### config.mk
export PLATFORM = sky130hd
export DESIGN_NAME = nrc_read_fsm
export DESIGN_NICKNAME = d
export VERILOG_FILES = /design/src/nrc_pkg.sv /design/src/nrc_read_fsm.sv
export SDC_FILE = /design/constraint.sdc
export NUM_CORES = 1
export LEC_CHECK = 0
export BUFFER_PORTS_ARGS = -buffer_cell sky130_fd_sc_hd__buf_2
export CORE_MARGIN = 1.5
export CORE_UTILIZATION = 54
export CTS_BUF_LIST = sky130_fd_sc_hd__clkbuf_4
export CTS_CLUSTER_SIZE = 40
export DETAILED_ROUTE_END_ITERATION = 12
export PLACE_DENSITY = 0.92
export SYNTH_ARGS = -nofsm -noshare
export SYNTH_HDL_FRONTEND = slang
export SYNTH_SLANG_ARGS = --single-unit
export TNS_END_PERCENT = 50
### constraint.sdc
create_clock -name pclk -period 3 [get_ports pclk]
set_input_delay 0.3 -clock pclk [delete_from_list [all_inputs] [get_ports pclk]]
set_output_delay 0.3 -clock pclk [all_outputs]
set_load 0.01 [all_outputs]
### src/nrc_pkg.sv
// Constants and types shared by the read command interpreter.
package nrc_pkg;

  // Register byte offsets on the APB side.
  localparam logic [11:0] REG_CTRL = 12'h000;
  localparam logic [11:0] REG_OPCODE = 12'h004;
  localparam logic [11:0] REG_CFG = 12'h008;
  localparam logic [11:0] REG_STATUS = 12'h00C;
  localparam logic [11:0] REG_ROW = 12'h010;

  // Control register bit positions.
  localparam int CTRL_STATUS_OUT = 0;
  localparam int CTRL_ENH_CLR = 1;
  localparam int CTRL_COPYBACK_CLR = 2;

  // Status register field positions.
  localparam int ST_STATE_LSB = 0;
  localparam int ST_RESUME_LSB = 4;
  localparam int ST_STATUS_OUT = 8;
  localparam int ST_ENH_REQ = 9;
  localparam int ST_COL_CHG = 10;
  localparam int ST_COL_CHG_ENH = 11;
  localparam int ST_COPYBACK = 12;
  localparam int ST_UNIT_LSB = 16;

  // Reset values and the column cycle count.
  localparam logic [7:0] OPCODE_RESET = 8'h00;
  localparam logic [2:0] ADDR_CYCLES_RESET = 3'h5;
  localparam logic [2:0] COL_CYCLES = 3'h2;

  // Opcodes seen by the read sequence.
  localparam logic [7:0] OP_READ = 8'h00;
  localparam logic [7:0] OP_CHG_COL = 8'h05;
  localparam logic [7:0] OP_CHG_COL_ENH = 8'h06;
  localparam logic [7:0] OP_CONFIRM_30 = 8'h30;
  localparam logic [7:0] OP_CONFIRM_31 = 8'h31;
  localparam logic [7:0] OP_CONFIRM_32 = 8'h32;
  localparam logic [7:0] OP_COPYBACK_RD = 8'h35;
  localparam logic [7:0] OP_STATUS = 8'h70;
  localparam logic [7:0] OP_STATUS_ENH = 8'h78;
  localparam logic [7:0] OP_PROGRAM = 8'h80;
  localparam logic [7:0] OP_COPYBACK_PROG = 8'h85;
  localparam logic [7:0] OP_GET_FEATURE = 8'hEE;

  // Where a read request is routed.
  localparam logic [1:0] ROUTE_STATUS = 2'h0;
  localparam logic [1:0] ROUTE_FEATURE = 2'h1;
  localparam logic [1:0] ROUTE_PROGRAM = 2'h2;
  localparam logic [1:0] ROUTE_UNIT_DATA = 2'h3;

  // Sequence the block hands control to when it leaves the read flow.
  localparam logic [2:0] NEXT_CHG_COL = 3'h0;
  localparam logic [2:0] NEXT_CHG_COL_ENH = 3'h1;
  localparam logic [2:0] NEXT_COPYBACK_PROG = 3'h2;
  localparam logic [2:0] NEXT_STATUS = 3'h3;
  localparam logic [2:0] NEXT_STATUS_ENH = 3'h4;
  localparam logic [2:0] NEXT_RB_TRANSITION = 3'h5;
  localparam logic [2:0] NEXT_IDLE_READ = 3'h6;

  typedef enum logic [3:0] {
    NRC_IDLE = 4'b0000,
    NRC_RD_EXECUTE = 4'b0001,
    NRC_STATUS_OFF = 4'b0010,
    NRC_ADDR_WAIT = 4'b0011,
    NRC_ADDR_STORE = 4'b0100,
    NRC_UNIT_ISSUE = 4'b0101,
    NRC_CONFIRM_WAIT = 4'b0110,
    NRC_CMD_PASS = 4'b0111,
    NRC_COPYBACK = 4'b1000
  } nrc_state_t;

endpackage

### src/nrc_read_fsm.sv
// Read command sequence interpreter of the flash target, with APB registers.
`timescale 1ns/1ps

// Contract
// - Entry: status flag set goes status-off, clears.
// - Status-off: address cycle goes to address store.
// - Status-off read: 80h program wait, else data.
// - Status-off read after EEh returns feature data.
// - Address wait: opcode 00h, column-change flags true.
// - Address wait: busy sets enhanced-status-required flag.
// - Store address; loop until all cycles received.
// - Select unit from row, issue page read.
// - Idle unselected units disable output buffers.
// - Wait for confirm 30h, 31h, 32h, 35h.
// - Pass confirm; 35h copyback, else idle read.
// - Copyback: set copyback flag, record resume state.
// - Copyback: 85h programs, 00h restarts read.
// - Copyback: ready-bit change goes to transition handling.
// - Copyback read: status if flag, else data.
module nrc_read_fsm #(
  parameter int UNITS = 4,
  parameter int UNIT_W = 2,
  parameter int ROW_W = 24
) (
  input wire logic pclk,
  input wire logic presetn,
  input wire logic psel,
  input wire logic penable,
  input wire logic pwrite,
  input wire logic [11:0] paddr,
  input wire logic [31:0] pwdata,
  output logic [31:0] prdata,
  output logic pready,
  output logic pslverr,
  input wire logic cmd_valid,
  input wire logic [7:0] cmd_opcode,
  input wire logic addr_valid,
  input wire logic [7:0] addr_byte,
  input wire logic read_req,
  input wire logic ready_busy_n,
  input wire logic [UNITS-1:0] unit_idle,
  input wire logic unit_ready_change,
  output logic unit_read_start,
  output logic [ROW_W-1:0] unit_read_row,
  output logic [UNITS-1:0] unit_select,
  output logic [UNITS-1:0] unit_out_disable,
  output logic unit_cmd_valid,
  output logic [7:0] unit_cmd_opcode,
  output logic route_valid,
  output logic [1:0] route_code,
  output logic handoff_valid,
  output logic [2:0] handoff_code
);

  nrc_pkg::nrc_state_t state;
  nrc_pkg::nrc_state_t next_state;
  nrc_pkg::nrc_state_t resume_state;
  logic status_output_flag;
  logic enhanced_status_required;
  logic column_change_allowed;
  logic column_change_enh_allowed;
  logic copyback_flag;
  logic [7:0] previous_opcode;
  logic [2:0] addr_cycles_needed;
  logic [2:0] addr_count;
  logic [ROW_W-1:0] row_addr;
  logic [UNIT_W-1:0] selected_unit;
  logic [7:0] confirm_opcode;

  // APB decode. The slave answers in the cycle after setup, always.
  wire setup_phase = psel & ~penable;
  wire wr_take = psel & penable & pready & pwrite;
  wire hit_ctrl = paddr == nrc_pkg::REG_CTRL;
  wire hit_opcode = paddr == nrc_pkg::REG_OPCODE;
  wire hit_cfg = paddr == nrc_pkg::REG_CFG;
  wire hit_status = paddr == nrc_pkg::REG_STATUS;
  wire hit_row = paddr == nrc_pkg::REG_ROW;
  wire addr_mapped = hit_ctrl | hit_opcode | hit_cfg | hit_status | hit_row;
  wire wr_ctrl = wr_take & hit_ctrl;
  wire sw_set_status = wr_ctrl & pwdata[nrc_pkg::CTRL_STATUS_OUT];
  wire sw_clr_enh = wr_ctrl & pwdata[nrc_pkg::CTRL_ENH_CLR];
  wire sw_clr_copyback = wr_ctrl & pwdata[nrc_pkg::CTRL_COPYBACK_CLR];

  logic [31:0] status_word;
  always_comb begin
    status_word = 32'h0000_0000;
    status_word[nrc_pkg::ST_STATE_LSB +: 4] = state;
    status_word[nrc_pkg::ST_RESUME_LSB +: 4] = resume_state;
    status_word[nrc_pkg::ST_STATUS_OUT] = status_output_flag;
    status_word[nrc_pkg::ST_ENH_REQ] = enhanced_status_required;
    status_word[nrc_pkg::ST_COL_CHG] = column_change_allowed;
    status_word[nrc_pkg::ST_COL_CHG_ENH] = column_change_enh_allowed;
    status_word[nrc_pkg::ST_COPYBACK] = copyback_flag;
    status_word[nrc_pkg::ST_UNIT_LSB +: UNIT_W] = selected_unit;
  end

  wire [31:0] read_mux =
    hit_ctrl ? {31'h0000_0000, status_output_flag} :
    hit_opcode ? {24'h00_0000, previous_opcode} :
    hit_cfg ? {29'h0000_0000, addr_cycles_needed} :
    hit_status ? status_word :
    hit_row ? {{(32 - ROW_W){1'b0}}, row_addr} : 32'h0000_0000;

  always_ff @(posedge pclk or negedge presetn) begin
    if (!presetn) begin
      pready <= 1'b0;
      pslverr <= 1'b0;
      prdata <= 32'h0000_0000;
    end else begin
      pready <= setup_phase;
      pslverr <= setup_phase & ~addr_mapped;
      prdata <= setup_phase ? read_mux : 32'h0000_0000;
    end
  end

  // Decoded host events in the states that care about them.
  wire in_status_off = state == nrc_pkg::NRC_STATUS_OFF;
  wire in_copyback = state == nrc_pkg::NRC_COPYBACK;
  wire in_addr_wait = state == nrc_pkg::NRC_ADDR_WAIT;
  wire in_addr_store = state == nrc_pkg::NRC_ADDR_STORE;
  wire in_issue = state == nrc_pkg::NRC_UNIT_ISSUE;
  wire in_pass = state == nrc_pkg::NRC_CMD_PASS;
  wire op_chg_col = cmd_valid & (cmd_opcode == nrc_pkg::OP_CHG_COL);
  wire op_chg_enh = cmd_valid & (cmd_opcode == nrc_pkg::OP_CHG_COL_ENH);
  wire op_status = cmd_valid & (cmd_opcode == nrc_pkg::OP_STATUS);
  wire op_status_enh = cmd_valid & (cmd_opcode == nrc_pkg::OP_STATUS_ENH);
  wire op_read = cmd_valid & (cmd_opcode == nrc_pkg::OP_READ);
  wire op_cb_prog = cmd_valid & (cmd_opcode == nrc_pkg::OP_COPYBACK_PROG);
  wire op_confirm = cmd_valid & ((cmd_opcode == nrc_pkg::OP_CONFIRM_30) |
    (cmd_opcode == nrc_pkg::OP_CONFIRM_31) | (cmd_opcode == nrc_pkg::OP_CONFIRM_32) |
    (cmd_opcode == nrc_pkg::OP_COPYBACK_RD));
  wire more_cycles = (addr_count + 3'h1) < addr_cycles_needed;
  wire [UNIT_W-1:0] row_unit = row_addr[ROW_W-1 -: UNIT_W];
  wire [UNITS-1:0] row_unit_onehot = UNITS'(1) << row_unit;
  localparam logic [2:0] COL_START = nrc_pkg::COL_CYCLES;
  wire [2:0] row_slot = addr_count - COL_START;
  wire [1:0] row_index = (row_slot < 3'(ROW_W / 8)) ? row_slot[1:0] : 2'h0;

  // Read request routing in the two waiting states.
  wire so_read = in_status_off & read_req;
  wire cb_read = in_copyback & read_req;
  wire [1:0] so_route =
    (previous_opcode == nrc_pkg::OP_PROGRAM) ? nrc_pkg::ROUTE_PROGRAM :
    (previous_opcode == nrc_pkg::OP_GET_FEATURE) ? nrc_pkg::ROUTE_FEATURE :
    nrc_pkg::ROUTE_UNIT_DATA;
  wire [1:0] cb_route = status_output_flag ? nrc_pkg::ROUTE_STATUS :
    nrc_pkg::ROUTE_UNIT_DATA;

  // Leaving the read flow towards another sequence.
  logic leave;
  logic [2:0] leave_code;
  always_comb begin
    leave = 1'b1;
    leave_code = nrc_pkg::NEXT_IDLE_READ;
    if ((in_status_off | in_copyback) & op_chg_col) begin
      leave_code = nrc_pkg::NEXT_CHG_COL;
    end else if ((in_status_off | in_copyback) & op_chg_enh) begin
      leave_code = nrc_pkg::NEXT_CHG_COL_ENH;
    end else if (in_copyback & op_status) begin
      leave_code = nrc_pkg::NEXT_STATUS;
    end else if (in_copyback & op_status_enh) begin
      leave_code = nrc_pkg::NEXT_STATUS_ENH;
    end else if (in_copyback & op_cb_prog) begin
      leave_code = nrc_pkg::NEXT_COPYBACK_PROG;
    end else if (in_copyback & unit_ready_change) begin
      leave_code = nrc_pkg::NEXT_RB_TRANSITION;
    end else if (in_pass & (confirm_opcode != nrc_pkg::OP_COPYBACK_RD)) begin
      leave_code = nrc_pkg::NEXT_IDLE_READ;
    end else begin
      leave = 1'b0;
    end
  end

  always_comb begin
    next_state = state;
    unique case (state)
      nrc_pkg::NRC_IDLE: begin
        if (op_read) begin
          next_state = nrc_pkg::NRC_RD_EXECUTE;
        end
      end
      nrc_pkg::NRC_RD_EXECUTE: begin
        next_state = status_output_flag ? nrc_pkg::NRC_STATUS_OFF :
          nrc_pkg::NRC_ADDR_WAIT;
      end
      nrc_pkg::NRC_STATUS_OFF: begin
        if (leave | so_read) begin
          next_state = nrc_pkg::NRC_IDLE;
        end else if (addr_valid) begin
          next_state = nrc_pkg::NRC_ADDR_STORE;
        end
      end
      nrc_pkg::NRC_ADDR_WAIT: begin
        if (addr_valid) begin
          next_state = nrc_pkg::NRC_ADDR_STORE;
        end
      end
      nrc_pkg::NRC_ADDR_STORE: begin
        next_state = more_cycles ? nrc_pkg::NRC_ADDR_WAIT :
          nrc_pkg::NRC_UNIT_ISSUE;
      end
      nrc_pkg::NRC_UNIT_ISSUE: begin
        next_state = nrc_pkg::NRC_CONFIRM_WAIT;
      end
      nrc_pkg::NRC_CONFIRM_WAIT: begin
        if (op_confirm) begin
          next_state = nrc_pkg::NRC_CMD_PASS;
        end
      end
      nrc_pkg::NRC_CMD_PASS: begin
        next_state = leave ? nrc_pkg::NRC_IDLE : nrc_pkg::NRC_COPYBACK;
      end
      nrc_pkg::NRC_COPYBACK: begin
        if (op_read) begin
          next_state = nrc_pkg::NRC_RD_EXECUTE;
        end else if (leave | cb_read) begin
          next_state = nrc_pkg::NRC_IDLE;
        end
      end
      default: begin
        next_state = nrc_pkg::NRC_IDLE;
      end
    endcase
  end

  // Sequencer state, flags and captured address.
  always_ff @(posedge pclk or negedge presetn) begin
    if (!presetn) begin
      state <= nrc_pkg::NRC_IDLE;
      resume_state <= nrc_pkg::NRC_IDLE;
      status_output_flag <= 1'b0;
      enhanced_status_required <= 1'b0;
      column_change_allowed <= 1'b0;
      column_change_enh_allowed <= 1'b0;
      copyback_flag <= 1'b0;
      previous_opcode <= nrc_pkg::OPCODE_RESET;
      addr_cycles_needed <= nrc_pkg::ADDR_CYCLES_RESET;
      addr_count <= 3'h0;
      row_addr <= '0;
      selected_unit <= '0;
      confirm_opcode <= 8'h00;
    end else begin
      state <= next_state;
      // Software sets the flag; the entry clear loses to a same-cycle set.
      if (sw_set_status) begin
        status_output_flag <= 1'b1;
      end else if (in_status_off) begin
        status_output_flag <= 1'b0;
      end
      if (in_status_off) begin
        resume_state <= nrc_pkg::NRC_STATUS_OFF;
      end else if (in_copyback) begin
        resume_state <= nrc_pkg::NRC_COPYBACK;
      end
      if (in_addr_wait & ~ready_busy_n) begin
        enhanced_status_required <= 1'b1;
      end else if (sw_clr_enh) begin
        enhanced_status_required <= 1'b0;
      end
      if (in_copyback) begin
        copyback_flag <= 1'b1;
      end else if (sw_clr_copyback) begin
        copyback_flag <= 1'b0;
      end
      if (in_addr_wait) begin
        previous_opcode <= nrc_pkg::OP_READ;
        column_change_allowed <= 1'b1;
        column_change_enh_allowed <= 1'b1;
      end else if (wr_take & hit_opcode) begin
        previous_opcode <= pwdata[7:0];
      end
      if (wr_take & hit_cfg) begin
        addr_cycles_needed <= pwdata[2:0];
      end
      if (state == nrc_pkg::NRC_RD_EXECUTE) begin
        addr_count <= 3'h0;
      end else if (in_addr_store) begin
        addr_count <= addr_count + 3'h1;
      end
      // Row bytes follow the column bytes, lowest byte first.
      if (addr_valid & (in_addr_wait | in_status_off) & (addr_count >= COL_START)) begin
        row_addr[8 * row_index +: 8] <= addr_byte;
      end
      if (in_issue) begin
        selected_unit <= row_unit;
      end
      if (op_confirm & (state == nrc_pkg::NRC_CONFIRM_WAIT)) begin
        confirm_opcode <= cmd_opcode;
      end
    end
  end

  // Unit requests and host-facing pulses, all registered.
  always_ff @(posedge pclk or negedge presetn) begin
    if (!presetn) begin
      unit_read_start <= 1'b0;
      unit_read_row <= '0;
      unit_select <= '0;
      unit_out_disable <= '0;
      unit_cmd_valid <= 1'b0;
      unit_cmd_opcode <= 8'h00;
      route_valid <= 1'b0;
      route_code <= nrc_pkg::ROUTE_STATUS;
      handoff_valid <= 1'b0;
      handoff_code <= nrc_pkg::NEXT_IDLE_READ;
    end else begin
      unit_read_start <= in_issue;
      unit_cmd_valid <= in_pass;
      route_valid <= (so_read | cb_read) & ~leave;
      handoff_valid <= leave;
      if (in_issue) begin
        unit_read_row <= row_addr;
        unit_select <= row_unit_onehot;
        // Busy units ignore the request; the host covers them with 78h first.
        unit_out_disable <= unit_idle & ~row_unit_onehot;
      end else begin
        unit_out_disable <= '0;
      end
      if (in_pass) begin
        unit_cmd_opcode <= confirm_opcode;
      end
      if (so_read) begin
        route_code <= so_route;
      end else if (cb_read) begin
        route_code <= cb_route;
      end
      if (leave) begin
        handoff_code <= leave_code;
      end
    end
  end

endmodule

==> results.ini <==
[timing]
rsz0062_at_grt=false
finalSetupViolCount=0
tns_ns=0
min_period_ns=2.77
fmax_ghz=0.361
tightestPinTransition_ns=0.766
setup_slack_ns=0.229
worst_hold_slack_ns=0.0457
finalMaxSlewViolations=0
min_period_over_period_pct=92.4
timing_hold_violations_final=0
clock_skew_ns=0.0146
slew_headroom_pct=48.6

[synth]
yosys.area.top_type_share_pct=54.9
ys_seq_area_share_pct=56.7
yosys.area_share.adder_pct=2.16
synth_top_cell_by_area=dfrtp_1
synth-xor-area-share_pct=0.303
synth.most_common_cell=nand2_1
synth_edf_count=0
synth_cell_types=59
synth_top_family_by_area=simple AND/OR/NAND/NOR gates
synthMuxAreaShare_pct=2.85
synth-seq-cells=131
synthSimpleGateAreaFrac_pct=22.0
synth_compound_area_share_pct=11.8
syn_avg_cell_area_um2=10.0
async_reset_ff_share_pct=100
netlist_area_um2=5790
synthFlopType=dfrtp_1
synthCells=578
yosysWarnings=0
synthTopCellsByCount=nand2_1 (155), dfrtp_1 (127), o21ai_0 (39)
synthTopCellsByArea=dfrtp_1 (55%), nand2_1 (10%), o21ai_0 (3.4%), mux2_2 (2.3%), ha_1 (2.2%)

[clocking]
htree_num_levels=4
cts_buffer_depth=2
cts_sinks=131
root_buffer=clkbuf_4
ctsResizeCount=0
cts_made_buffers=17
clk_latency_ns=0.53
cts_tree=built
clk_pin_slew_worst_paths_ns=0.12

[routing]
routed_via_density=5.60
vias=4907
drt_iter0_drc=341
firstDrtPassIters=6
drtAntennaViolNets=0
drc=0
routedWlPerCell_um=16.1
wl_um=14100

[critical_path]
required_ns=3.42
path_max_fanout=18
path_cells=or4b_1, or3b_4, a31oi_4, o41ai_1, dlygate4sd3_1
path_buf_inv=1
crit_cells=5
cp_top_family=simple AND/OR/NAND/NOR gates
critPathSlowestCell=or4b_1
start_kind=flip-flop
crit_type=flip-flop to flip-flop
slowest_delay_ns=0.73
crit_arrival_ns=3.19
end_kind=flip-flop
rr_worst_depth=5

[floorplanning]
row_count=37
initial_utilization_pct=55.8
ios=157
dieArea_um2=11400
die_w_um=107
core-area_um2=10400
fp.dieH_um=107

[cells_and_area]
syn2layout_area_growth_pct=21.3
multi_input_area_um2=2300
finalNetCount=811
regArea_um2=3280
diodes=0
instances_no_fill=876
final_layout_size_suffix_gt1_share_pct=26.4
fillCellCount=804

[placement]
gp_congestion=0.921
dp_slack_ns=0.588
port_buffers=124
dpl.cell_count=829
place_hpwl_um=9980

[global_route]
overflow=0
grt_pass1_vias=4790
grt_max_degree=73
grt_first_pass_wirelength_um=23000
antenna_found_initial=1
grt_use_total_pct=26.1

[worst_hold_path]
hold_depth=3
hold_path.class=input port to flip-flop

[run_status]
status=complete, no violations

[power_and_ir_drop]
peakVddDrop_mv=0.325
power.density_nw_per_um2=718
leakagePower_nw=3.65
p_total_mw=5.04

[job]
max_cap_viol_count=0

## through the flow
stage / cell area, um^2 / utilization (%)
3_5_place_dp: 6560 / 63.3
2_1_floorplan: 5820 / -
4_1_cts: 7010 / 67.6
6_report: 7020 / 67.7
3_3_place_gp: 6560 / 63.3
5_1_grt: 7020 / 67.7
## power by group
part           leakage, nW  internal [mW]  switching [mW]
Sequential            1.76           2.02           0.235
Combinational         1.74          0.611           0.895
Clock                0.153          0.585           0.692
## area by class of cell
class | count | share of cell area, %
clock buffer | 17 | 1.82
clock inverter | 15 | 2.58
inverter | 21 | 1.12
multi-input combinational | 404 | 32.7
sequential | 131 | 46.8
tap | 136 | 2.42
timing repair buffer | 152 | 12.6
## sequential cells by signal, indices dropped and copies added (netlist names), 8 cells and up
register / cells
prdata: 24
row_addr: 24
previous_opcode: 8
unit_read_row: 22
unit_cmd_opcode: 8
confirm_opcode: 8
## per-layer routing
metal / GRT usage, % / share of wire, %
met5: 0 / 0.092
met4: 10.2 / 2.3
met3: 6.25 / 7.2
met2: 42.7 / 49
met1: 33.6 / 41
## tightest hold or removal path, delay by kind of cell
| kind | cells | cell delay [ns] |
|---|---|---|
| buffers and inverters | 1 | 0.12 |
| and+or+nand+nor | 1 | 0.06 |
| AOI/OAI and AO/OA | 1 | 0.06 |
## final timing paths
path	startpoint	to	slack, ns
worst max register to register	state[2]	state[1]	0.23
worst min register to register	unit_read_row[21]	unit_read_row[21]	0.49
worst min-delay path	addr_byte[2]	row_addr[10]	0.05
worst max-delay path	state[2]	state[1]	0.23
max in group asynchronous	presetn	handoff_code[1]	1.77
min in group asynchronous	presetn	unit_read_row[15]	0.38
## timing repair
action	CTS	global route
hold buffers	14	1
setup buffers	0	0
endpoints found under the hold margin	71	1
## placed cells by master, fill, tap and decap left out, types with 8 or more instances in the layout
cell type	n
a22o_1	11
dlygate4sd3_1	15
clkbuf_4	17
a22oi_1	8
nor3_1	8
inv_1	20
ha_1	10
nand2_1	155
dfrtp_1	127
o21ai_0	39
and2_1	14
nor2_1	23
conb_1	8
a21oi_1	17
buf_4	13
buf_2	123
mux2_2	12
## cell families after synthesis
| group | count (synthesis) |
|---|---|
| mux | 15 |
| xor+xnor | 2 |
| buf+inv | 50 |
| other cells | 1 |
| flops | 131 |
| fa+ha+maj | 10 |
| compound gates | 106 |
| simple gates | 263 |
Note: power is estimated with default switching activity, not from simulation.
